==> src/mirq_pkg.sv <==
// package for the maskable interrupt entry unit: vectors, stack page,
// status bit positions and the memory request carrier.
// assumes an 8-bit core with a 16-bit address bus and a stack in page one.
package mirq_pkg;

  // vector pairs, low byte at the even address
  localparam logic [15:0] IRQ_VEC = 16'hfffe;
  localparam logic [15:0] NMI_VEC = 16'hfffa;
  // stack page high byte
  localparam logic [7:0] STACK_PAGE = 8'h01;
  // position of the interrupt-disable flag inside the status byte
  localparam int IDIS_BIT = 2;
  // reset value of the disable flag: start-up runs with requests blocked
  localparam logic IDIS_RESET = 1'b1;
  // idle level of the active-low request pins
  localparam logic PIN_IDLE = 1'b1;

  // one memory access, driven for one cycle
  typedef struct packed {
    logic rd;
    logic wr;
    logic [15:0] addr;
    logic [7:0] data;
  } mirq_bus_t;

  // entry sequencer states
  typedef enum logic [2:0] {
    ST_IDLE = 3'b000,
    ST_PUSH_HI = 3'b001,
    ST_PUSH_LO = 3'b010,
    ST_PUSH_P = 3'b011,
    ST_VEC_LO = 3'b100,
    ST_VEC_HI = 3'b101,
    ST_DONE = 3'b110
  } mirq_state_t;

endpackage

==> src/mirq_unit.sv <==
// interrupt entry unit of an 8-bit core: request sampling, disable flag,
// stack pushes and vector fetch.
// assumes the core pulses instrEnd at each instruction boundary and waits
// while busy is high; memory answers a read with data on the next cycle.
//
// Summary of operation
// - a low level on the maskable request input is a pending request, by level not edge.
// - the disable flag is set by command, by interrupt entry and by the start-up sequence.
// - with request low and disable clear the core enters and sets disable, else it waits.
// - a request held low while disable is set never causes a second entry.
// - there is no acknowledge; software finds the source by reading status registers.
// - commands set and clear the disable flag to block or re-enable requests.
// - entry loads the program counter from FFFE/FFFF, or FFFA/FFFB for non-maskable.
// - entry pushes pc high byte, pc low byte, then status, decrementing after each.
// - restoreStatus reloads disable from the status byte given, so restoring the pushed status returns disable to its level before entry.
// - a pending request is recognised only at the end of an instruction.
`timescale 1ns/100ps
module mirq_unit import mirq_pkg::*; (
  input wire logic clk,
  input wire logic rstn,
  input wire logic irqPin_n,
  input wire logic nmiPin_n,
  input wire logic instrEnd,
  input wire logic [15:0] pcIn,
  input wire logic [7:0] statusIn,
  input wire logic [7:0] spIn,
  input wire logic setDisable,
  input wire logic clearDisable,
  input wire logic restoreStatus,
  input wire logic [7:0] restoredStatus,
  input wire logic [7:0] memRdata,
  output mirq_bus_t bus,
  output logic busy,
  output logic disableFlag,
  output logic newPcValid,
  output logic [15:0] newPc,
  output logic [7:0] spOut
);

  mirq_state_t state;
  mirq_state_t next_state;
  mirq_bus_t next_bus;
  logic irqLevel;
  logic nmiLevel;
  logic nmiPrev;
  logic nmiPending;
  logic isNmi;
  logic [15:0] pcHold;
  logic [7:0] statusHold;
  logic [7:0] spWork;
  logic [7:0] vecLow;
  logic next_nmiPending;
  logic next_isNmi;
  logic next_disableFlag;
  logic next_newPcValid;
  logic [15:0] next_newPc;
  logic [15:0] next_pcHold;
  logic [7:0] next_statusHold;
  logic [7:0] next_spWork;
  logic [7:0] next_vecLow;
  logic [7:0] next_spOut;
  logic takeIrq;
  logic takeNmi;
  logic [15:0] vecBase;

  ////////////////////////////////////////////////////////////////////////////
  // pin synchronisers; request lines come from the wired board net
  mirq_sync3 #(.RESET_LEVEL(PIN_IDLE)) u_irqSync (
    .clk(clk),
    .rstn(rstn),
    .pin(irqPin_n),
    .level(irqLevel)
  );

  mirq_sync3 #(.RESET_LEVEL(PIN_IDLE)) u_nmiSync (
    .clk(clk),
    .rstn(rstn),
    .pin(nmiPin_n),
    .level(nmiLevel)
  );

  ////////////////////////////////////////////////////////////////////////////
  // entry decision, only at a boundary while idle
  // no acknowledge goes back to peripherals; software polls status
  assign busy = (state != ST_IDLE);
  assign takeNmi = instrEnd && !busy && nmiPending;
  assign takeIrq = instrEnd && !busy && !nmiPending && !irqLevel && !disableFlag;
  assign vecBase = isNmi ? NMI_VEC : IRQ_VEC;

  // sequencer, flag and capture registers
  always_comb begin
    next_state = state;
    next_bus = '0;
    next_nmiPending = nmiPending;
    next_isNmi = isNmi;
    next_disableFlag = disableFlag;
    next_newPcValid = 1'b0;
    next_newPc = newPc;
    next_pcHold = pcHold;
    next_statusHold = statusHold;
    next_spWork = spWork;
    next_vecLow = vecLow;
    next_spOut = spOut;
    // software commands; entry and restore below take precedence
    if (!busy && setDisable) begin
      next_disableFlag = 1'b1;
    end else if (!busy && clearDisable) begin
      next_disableFlag = 1'b0;
    end
    if (!busy && restoreStatus) begin
      next_disableFlag = restoredStatus[IDIS_BIT];
    end
    unique case (state)
      ST_IDLE: begin
        if (takeNmi || takeIrq) begin
          next_state = ST_PUSH_HI;
          next_isNmi = takeNmi;
          next_pcHold = pcIn;
          next_statusHold = statusIn;
          next_statusHold[IDIS_BIT] = disableFlag;
          next_spWork = spIn - 8'h01;
          next_bus.wr = 1'b1;
          next_bus.addr = {STACK_PAGE, spIn};
          next_bus.data = pcIn[15:8];
          if (takeNmi) begin
            next_nmiPending = 1'b0;
          end
        end
      end
      ST_PUSH_HI: begin
        next_state = ST_PUSH_LO;
        next_spWork = spWork - 8'h01;
        next_bus.wr = 1'b1;
        next_bus.addr = {STACK_PAGE, spWork};
        next_bus.data = pcHold[7:0];
      end
      ST_PUSH_LO: begin
        next_state = ST_PUSH_P;
        next_spWork = spWork - 8'h01;
        next_bus.wr = 1'b1;
        next_bus.addr = {STACK_PAGE, spWork};
        next_bus.data = statusHold;
      end
      ST_PUSH_P: begin
        next_state = ST_VEC_LO;
        next_disableFlag = 1'b1;
        next_bus.rd = 1'b1;
        next_bus.addr = vecBase;
      end
      ST_VEC_LO: begin
        next_state = ST_VEC_HI;
        next_bus.rd = 1'b1;
        next_bus.addr = vecBase + 16'h0001;
      end
      ST_VEC_HI: begin
        next_state = ST_DONE;
        next_vecLow = memRdata;
      end
      ST_DONE: begin
        next_state = ST_IDLE;
        next_newPc = {memRdata, vecLow};
        next_newPcValid = 1'b1;
        next_spOut = spWork;
      end
      default: begin
        next_state = ST_IDLE;
      end
    endcase
    // a falling edge wins over the clear made by taking an earlier one
    if (nmiPrev && !nmiLevel) begin
      next_nmiPending = 1'b1;
    end
  end

  // registers; start-up leaves requests blocked
  always_ff @(posedge clk) begin
    if (!rstn) begin
      state <= ST_IDLE;
      bus <= '0;
      nmiPrev <= PIN_IDLE;
      nmiPending <= 1'b0;
      isNmi <= 1'b0;
      disableFlag <= IDIS_RESET;
      newPcValid <= 1'b0;
      newPc <= 16'h0000;
      pcHold <= 16'h0000;
      statusHold <= 8'h00;
      spWork <= 8'h00;
      vecLow <= 8'h00;
      spOut <= 8'h00;
    end else begin
      state <= next_state;
      bus <= next_bus;
      nmiPrev <= nmiLevel;
      nmiPending <= next_nmiPending;
      isNmi <= next_isNmi;
      disableFlag <= next_disableFlag;
      newPcValid <= next_newPcValid;
      newPc <= next_newPc;
      pcHold <= next_pcHold;
      statusHold <= next_statusHold;
      spWork <= next_spWork;
      vecLow <= next_vecLow;
      spOut <= next_spOut;
    end
  end
endmodule // mirq_unit

==> src/mirq_sync3.sv <==
// three-stage pin synchroniser with agreement filter.
// assumes the input is asynchronous to clk; output moves only when stages
// two and three agree.
`timescale 1ns/100ps
module mirq_sync3 import mirq_pkg::*; #(
  parameter logic RESET_LEVEL = PIN_IDLE
) (
  input wire logic clk,
  input wire logic rstn,
  input wire logic pin,
  output logic level
);

  logic s1;
  logic s2;
  logic s3;
  logic next_level;

  // filtered level follows once the last two stages agree
  always_comb begin
    next_level = level;
    if (s2 == s3) begin
      next_level = s3;
    end
  end

  // s1 feeds only s2, so a metastable sample never reaches logic
  always_ff @(posedge clk) begin
    if (!rstn) begin
      s1 <= RESET_LEVEL;
      s2 <= RESET_LEVEL;
      s3 <= RESET_LEVEL;
      level <= RESET_LEVEL;
    end else begin
      s1 <= pin;
      s2 <= s1;
      s3 <= s2;
      level <= next_level;
    end
  end

endmodule // mirq_sync3

==> config.mk <==
export PLATFORM = sky130hd
export DESIGN_NAME = mirq_unit
export DESIGN_NICKNAME = d
export VERILOG_FILES = /design/src/mirq_pkg.sv /design/src/mirq_unit.sv /design/src/mirq_sync3.sv
export SDC_FILE = /design/constraint.sdc
export NUM_CORES = 1
export LEC_CHECK = 0
export ABC_AREA = 1
export BUFFER_PORTS_ARGS = -buffer_cell sky130_fd_sc_hd__buf_2
export CORE_MARGIN = 2
export CORE_UTILIZATION = 35
export CTS_CLUSTER_DIAMETER = 100
export DETAILED_ROUTE_END_ITERATION = 12
export PLACE_DENSITY = 0.56
export SETUP_SLACK_MARGIN = 0.4
export SLEW_MARGIN = 10
export SYNTH_ARGS = -nofsm -noshare
export SYNTH_HDL_FRONTEND = slang
export SYNTH_HIERARCHICAL = 1
export SYNTH_SLANG_ARGS = --single-unit
export TNS_END_PERCENT = 100
==> constraint.sdc <==
create_clock -name clk -period 2.1 [get_ports clk]
set_clock_uncertainty 0.2 [all_clocks]
set_input_delay 0.105 -clock clk [delete_from_list [all_inputs] [get_ports clk]]
set_output_delay 0.105 -clock clk [all_outputs]
set_load 0.05 [all_outputs]
==> results_dict.tcl, run 1 <==
set metrics [dict create \
    synth.top_cell.area_share_pct 51.3 \
    worstSetupPathType "reg2reg" \
    antenna_found_initial 0 \
    h-tree-depth 3 \
    drive_above_1_share_pct 32.6 \
    slew_violations 0 \
    whs_path_depth 5 \
    clk_pin_slew_ns 0.09 \
    irDropWorstVdd_uv 302 \
    synth_fp_nets 518 \
    grt_max_degree 34 \
    wl_um 9950 \
    r2r-start "state[0]" \
    synthSimpleGateAreaFrac_pct 20.4 \
    post-dp-hpwl_um 6170 \
    cts_buffers 9 \
    initial_utilization_pct 36.4 \
    ff2ff_setup_slack_ns 0.30 \
    nets 677 \
    synth_mux_area_share_pct 0.279 \
    dr_wl_met2_um 4930 \
    fp-row-count 36 \
    rsz0062_at_grt "true" \
    timing.setup.tns_ns 0 \
    area_growth_pct 47.8 \
    yosysMostFrequentCell "dfxtp_1" \
    ios 109 \
    relSlewSlack_pct 66.7 \
    power_uw 3890 \
    r2r_end "spWork[6]" \
    synthTopCellsByCount "dfxtp_1, nor2_1, o21ai_0" \
    synth_fa_ha_area_share_pct 0.348 \
    synth_cells 461 \
    grt_pass1_wl_um 16100 \
    fmax_mhz 556 \
    grt-ovfl-total 0 \
    syn_area_per_cell_um2 7.79 \
    final.min_clock_period_ns 1.80 \
    start_kind "register" \
    ant_nets 0 \
    period_share_pct 85.7 \
    wl_met1_um 4540 \
    clkSinkCount 92 \
    fill_cells 939 \
    ys_async_sr_fraction_pct 0 \
    crit_path_max_fanout 6 \
    tightest_slew_ns 0.499 \
    pwr_density_cell_nw_per_um2 734 \
    reg2regPathDepth 13 \
    arrival_ns 1.86 \
    path_cells "buf_6, nand3_4, nand2_4, nand2_4, o21ai_4, inv_2, ha_4, nand2_4, nor2_4, nand2_1, nand2_1, a21oi_2, nor2_1" \
    wl_met3_um 362 \
    yosys-top-cells-area "dfxtp_1, o21ai_0, nor2_1" \
    ys.flop_type "dfxtp_1" \
    maxCapViolations 0 \
    worstHoldStart "spIn[0]" \
    crit_buf_inv 2 \
    dr.first_iter.drc_count 158 \
    synth_xor_area_share_pct 0 \
    synth-seq-cells 92 \
    syn-cell-area_um2 3590 \
    yosysWarnings 6 \
    drt_pass1_iterations 4 \
    post-route-drc-count 0 \
    grt_pass1_vias 3366 \
    diodes 0 \
    cts_tree "done" \
    fp.dieW_um 105 \
    clkLatencyLatePin_ns 0.36 \
    hold_violations 0 \
    fin_util_pct 53.8 \
    min_path_type "in2reg" \
    design.die.area_um2 11100 \
    dr_total_vias 3472 \
    path_delay_family "simple AND/OR/NAND/NOR gates" \
    cts_max_path_buffers 2 \
    placed_area_um2 4260 \
    synth_seq_area_share_pct 51.3 \
    avgViaCountPerCell 4.58 \
    yosysUniqueCellTypes 29 \
    cpMostUsedCell "nand2_4" \
    synth_top_family_by_area "simple AND/OR/NAND/NOR gates" \
    root_buffer "clkbuf_8" \
    grt_usage_pct 17.8 \
    top_layer_used "met4" \
    p_leak_uw 0.00253 \
    critPathSlowestCell "dfxtp_4" \
    hold_slack_ns 0.0254 \
    synth_compound_area_share_pct 17.5 \
    place.gp.congestion 0.810 \
    crit_path_end_kind "register" \
    max_stage_delay_ns 0.44 \
    hold_end "spWork[0]" \
    required_ns 2.16 \
    core_um2 9860 \
    fp.dieH_um 105 \
    synth_top_cell_by_area "dfxtp_1" \
    io_buffers 100 \
    synth_edf_count 0 \
    status "completed" \
    final_area_um2 5310 \
    wl_per_cell_um 13.1 \
    setup_violations 0 \
]
## how the worst max path moves through the flow
stage          startpoint        end  slack (ns)  cells after the start
6_report         state[0]  spWork[6]        0.30                     13
5_1_grt          state[0]  spWork[6]        0.21                     13
4_1_cts          state[0]  spWork[6]        0.34                     12
3_5_place_dp     state[0]  spWork[6]        0.17                     12
3_3_place_gp     state[0]  spWork[6]        0.21                     12
2_1_floorplan    state[0]  spWork[6]        0.37                     12
## metrics by stage
stage,instances,setup slack [ns]
floorplan,461,0.371
global placement,676,0.205
detailed placement,676,0.167
CTS,749,0.336
global route,758,0.207
finish,758,0.300
## logic make-up (layout without fill, tap and decap cells)
| kind of cell | after synthesis | in the layout |
|---|---|---|
| buf+inv | 85 | 248 |
| flops | 92 | 92 |
| mux | 1 | 1 |
| fa+ha+maj | 1 | 1 |
| simple gates | 166 | 167 |
| compound gates | 116 | 116 |
## cells in the final DEF, fill, tap and decap left out, types with 5 or more instances in the layout
master         instances
buf_2                100
clkbuf_8               9
dfxtp_1               88
nand4_1                5
a21oi_1               31
a31oi_1                6
nor2_1                79
dlygate4sd3_1         46
a221oi_1               6
nand2_2               14
o21ai_0               57
inv_1                 49
nand2_4                5
nand2_1               41
o21ai_1                6
buf_4                 20
inv_2                  5
## what timing repair did
| item | in CTS | in global routing |
|---|---|---|
| gates cloned | 2 | 2 |
| hold buffers | 46 | 0 |
| endpoints found under the setup margin | 33 | 25 |
| setup buffers | 9 | 7 |
| endpoints found under the hold margin | 59 | 0 |
| gates resized for setup | 15 | 34 |
| pin swaps | 11 | 14 |
## worst min-delay path, delay by kind of cell
kind	cells	cell delay (ns)
buffers and inverters	3	0.24
AO/OA/AOI/OAI	2	0.20
## layout make-up
| type | count | area, um^2 | share of cell area [%] |
|---|---|---|---|
| Sequential cell | 92 | 1850 | 34.9 |
| Timing Repair inverter | 1 | 6.26 | 0.118 |
| Tap cell | 133 | 166 | 3.14 |
| Timing Repair Buffer | 172 | 1230 | 23.1 |
| Inverter | 59 | 249 | 4.69 |
| Multi-Input combinational cell | 285 | 1600 | 30.1 |
| Clock inverter | 7 | 82.6 | 1.56 |
| Clock buffer | 9 | 124 | 2.33 |
## report_power, final
part	leakage (uW)	internal, uW	switching [uW]
sequential	0.000745	1810	62.4
combinational	0.00168	318	460
clock	0.000104	574	673
## flip-flops by register name (all words and copies together) (netlist names), 3 cells and up
signal	count
spWork	8
newPc	16
statusHold	8
bus	20
pcHold	8
vecLow	8
spOut	8
state	3
## metal layers
layer	vias up	global-route usage, %
li1	1808	-
met1	1582	22.9
met2	73	30.4
met3	9	2.91
met4	0	5.81
met5	-	0
No activity file was read; power rests on OpenSTA's default activity.
==> run 2: changes to the inputs <==
--- a/config.mk
+++ b/config.mk
@@ -7,7 +7,7 @@
 export LEC_CHECK = 0
 export ABC_AREA = 1
 export BUFFER_PORTS_ARGS = -buffer_cell sky130_fd_sc_hd__buf_2
-export CORE_MARGIN = 2
+export CORE_MARGIN = 3
 export CORE_UTILIZATION = 35
 export CTS_CLUSTER_DIAMETER = 100
 export DETAILED_ROUTE_END_ITERATION = 12
==> results_dict.tcl, run 2 (synthesized netlist as in run 1, its figures left out) <==
set metrics [dict create \
    status "completed" \
    p_sw_share_pct 30.3 \
    multi_input_area_um2 1680 \
    grt_usage_pct 16.8 \
    ff2ff_setup_slack_ns 0.31 \
    final.min_clock_period_ns 1.79 \
    fp-row-count 36 \
    crit_path_max_fanout 6 \
    irDropWorstVdd_uv 406 \
    worstSetupPathType "reg2reg" \
    grt-ovfl-total 0 \
    regArea_um2 1850 \
    rsz0062_at_grt "true" \
    relSlewSlack_pct 62.6 \
    diodes 0 \
    min_path_type "in2reg" \
    slew_violations 0 \
    fin_util_pct 55.2 \
    pwr_density_cell_nw_per_um2 716 \
    design.die.area_um2 11500 \
    cts_buffers 9 \
    dr_total_vias 3558 \
    wl_um 10500 \
    fp.dieW_um 107 \
    place_inst 676 \
    ant_nets 0 \
    antenna_found_initial 0 \
    p_seq_share_pct 48.0 \
    drt_pass1_iterations 4 \
    tightest_slew_ns 0.560 \
    cts_max_path_buffers 2 \
    io_buffers 100 \
    fill_cells 921 \
    place.gp.congestion 0.791 \
    hold_slack_ns 0.0438 \
    p_clk_share_pct 32.0 \
    avgViaCountPerCell 4.64 \
    p_leak_uw 0.00258 \
    nets 685 \
    clkSinkCount 92 \
    required_ns 2.14 \
    fmax_mhz 558 \
    final_cell_mix "buf_2, dfxtp_1, nor2_1" \
    cts_tree "done" \
    area_growth_pct 51.6 \
    start_kind "register" \
    timing.setup.tns_ns 0 \
    p_switching_uw 1180 \
    ios 109 \
    stdcell_count 766 \
    grt_pass1_wl_um 15700 \
    clkLatencyLatePin_ns 0.36 \
    h-tree-depth 3 \
    arrival_ns 1.83 \
    largest_reg_flops 20 \
    largest-register "bus" \
    setup_violations 0 \
    crit_path_end_kind "register" \
    grt_pass1_vias 3396 \
    period_share_pct 85.4 \
    fp.dieH_um 107 \
    root_buffer "clkbuf_8" \
    p_int_uw 2720 \
    grt_max_degree 37 \
    reg_top3 "bus (20), newPc (16)" \
    power_uw 3900 \
    hold_violations 0 \
    maxCapViolations 0 \
    dr.first_iter.drc_count 176 \
    drive_above_1_share_pct 35.1 \
    initial_utilization_pct 36.4 \
    core_um2 9860 \
    post-dp-hpwl_um 6130 \
    clk_pin_slew_ns 0.09 \
    wl_per_cell_um 13.6 \
    power_frac_comb_pct 20.0 \
    final_common_cell "buf_2" \
    post-route-drc-count 0 \
]
run 2: cell count changes in the layout (fill, tap and decap cells not counted), moves of 2 or more:
| cell | change |
|---|---|
| buf_6 | +4 |
| o21ai_2 | +6 |
| inv_8 | -2 |
| o21ai_0 | -6 |
| buf_4 | +2 |
| a221oi_1 | -4 |
| a221oi_2 | +4 |
| nor2_1 | -3 |
| nand2_2 | -5 |
| nor2_4 | +2 |
| nand2_4 | +3 |
| nand2_1 | +3 |
run 2: worst max-delay path, cell delays in order (launching register included):
cell      delay (ns)
dfxtp_4         0.39
nor2_4          0.18
nand2_8         0.07
nor2_4          0.11
nand2_2         0.09
nand2_4         0.13
clkinv_8        0.09
buf_2           0.17
o21ai_0         0.19
a21oi_1         0.06
run 2: path summary, 6_finish.rpt:
| check | startpoint | endpoint | cells after the start |
|---|---|---|---|
| min | spIn[0] | spWork[0] | 5 |
| min reg2reg | u_nmiSync/s1 | u_nmiSync/s2 | 2 |
| max reg2reg | state[1] | statusHold[7] | 9 |
| max | state[1] | statusHold[7] | 9 |
run 2: power groups by stage:
stage	Sequential, uW	Clock [uW]	Combinational, uW
after floorplan	1930	0	373
after global placement	1910	0	546
after detailed placement	1910	0	550
after CTS	1860	1280	672
after global routing	1880	1350	857
final	1870	1250	780
run 2: repair_timing:
item / 4_1_cts / 5_1_grt
cloned: 1 / 5
endpoints found under the setup margin: 29 / 33
buffers inserted: 8 / 14
endpoints found under the hold margin: 53 / 0
resized for setup: 13 / 60
hold buffers: 46 / 0
pin swaps: 7 / 16
run 2: layout make-up:
class | count | area share [%]
Clock buffer | 10 | 2.53
Clock inverter | 6 | 1.31
Inverter | 59 | 4.57
Multi-Input combinational cell | 286 | 30.9
Sequential cell | 92 | 34.0
Tap cell | 133 | 3.06
Timing Repair Buffer | 178 | 23.4
Timing Repair inverter | 2 | 0.276
run 2: through the flow:
stage / cell area, um^2 / setup WS (ns)
3_5_place_dp: 4260 / 0.192
5_1_grt: 5450 / 0.210
3_3_place_gp: 4260 / 0.208
4_1_cts: 5050 / 0.359
6_report: 5450 / 0.307
2_1_floorplan: 3680 / 0.371
run 2: layer usage:
metal / track usage [%] / routed length, um / vias to the layer above
li1: - / - / 1813
met1: 19.6 / 4510 / 1627
met2: 29.8 / 5200 / 95
met3: 4.92 / 527 / 23
met4: 4.75 / 221 / 0
met5: 0 / 0 / -
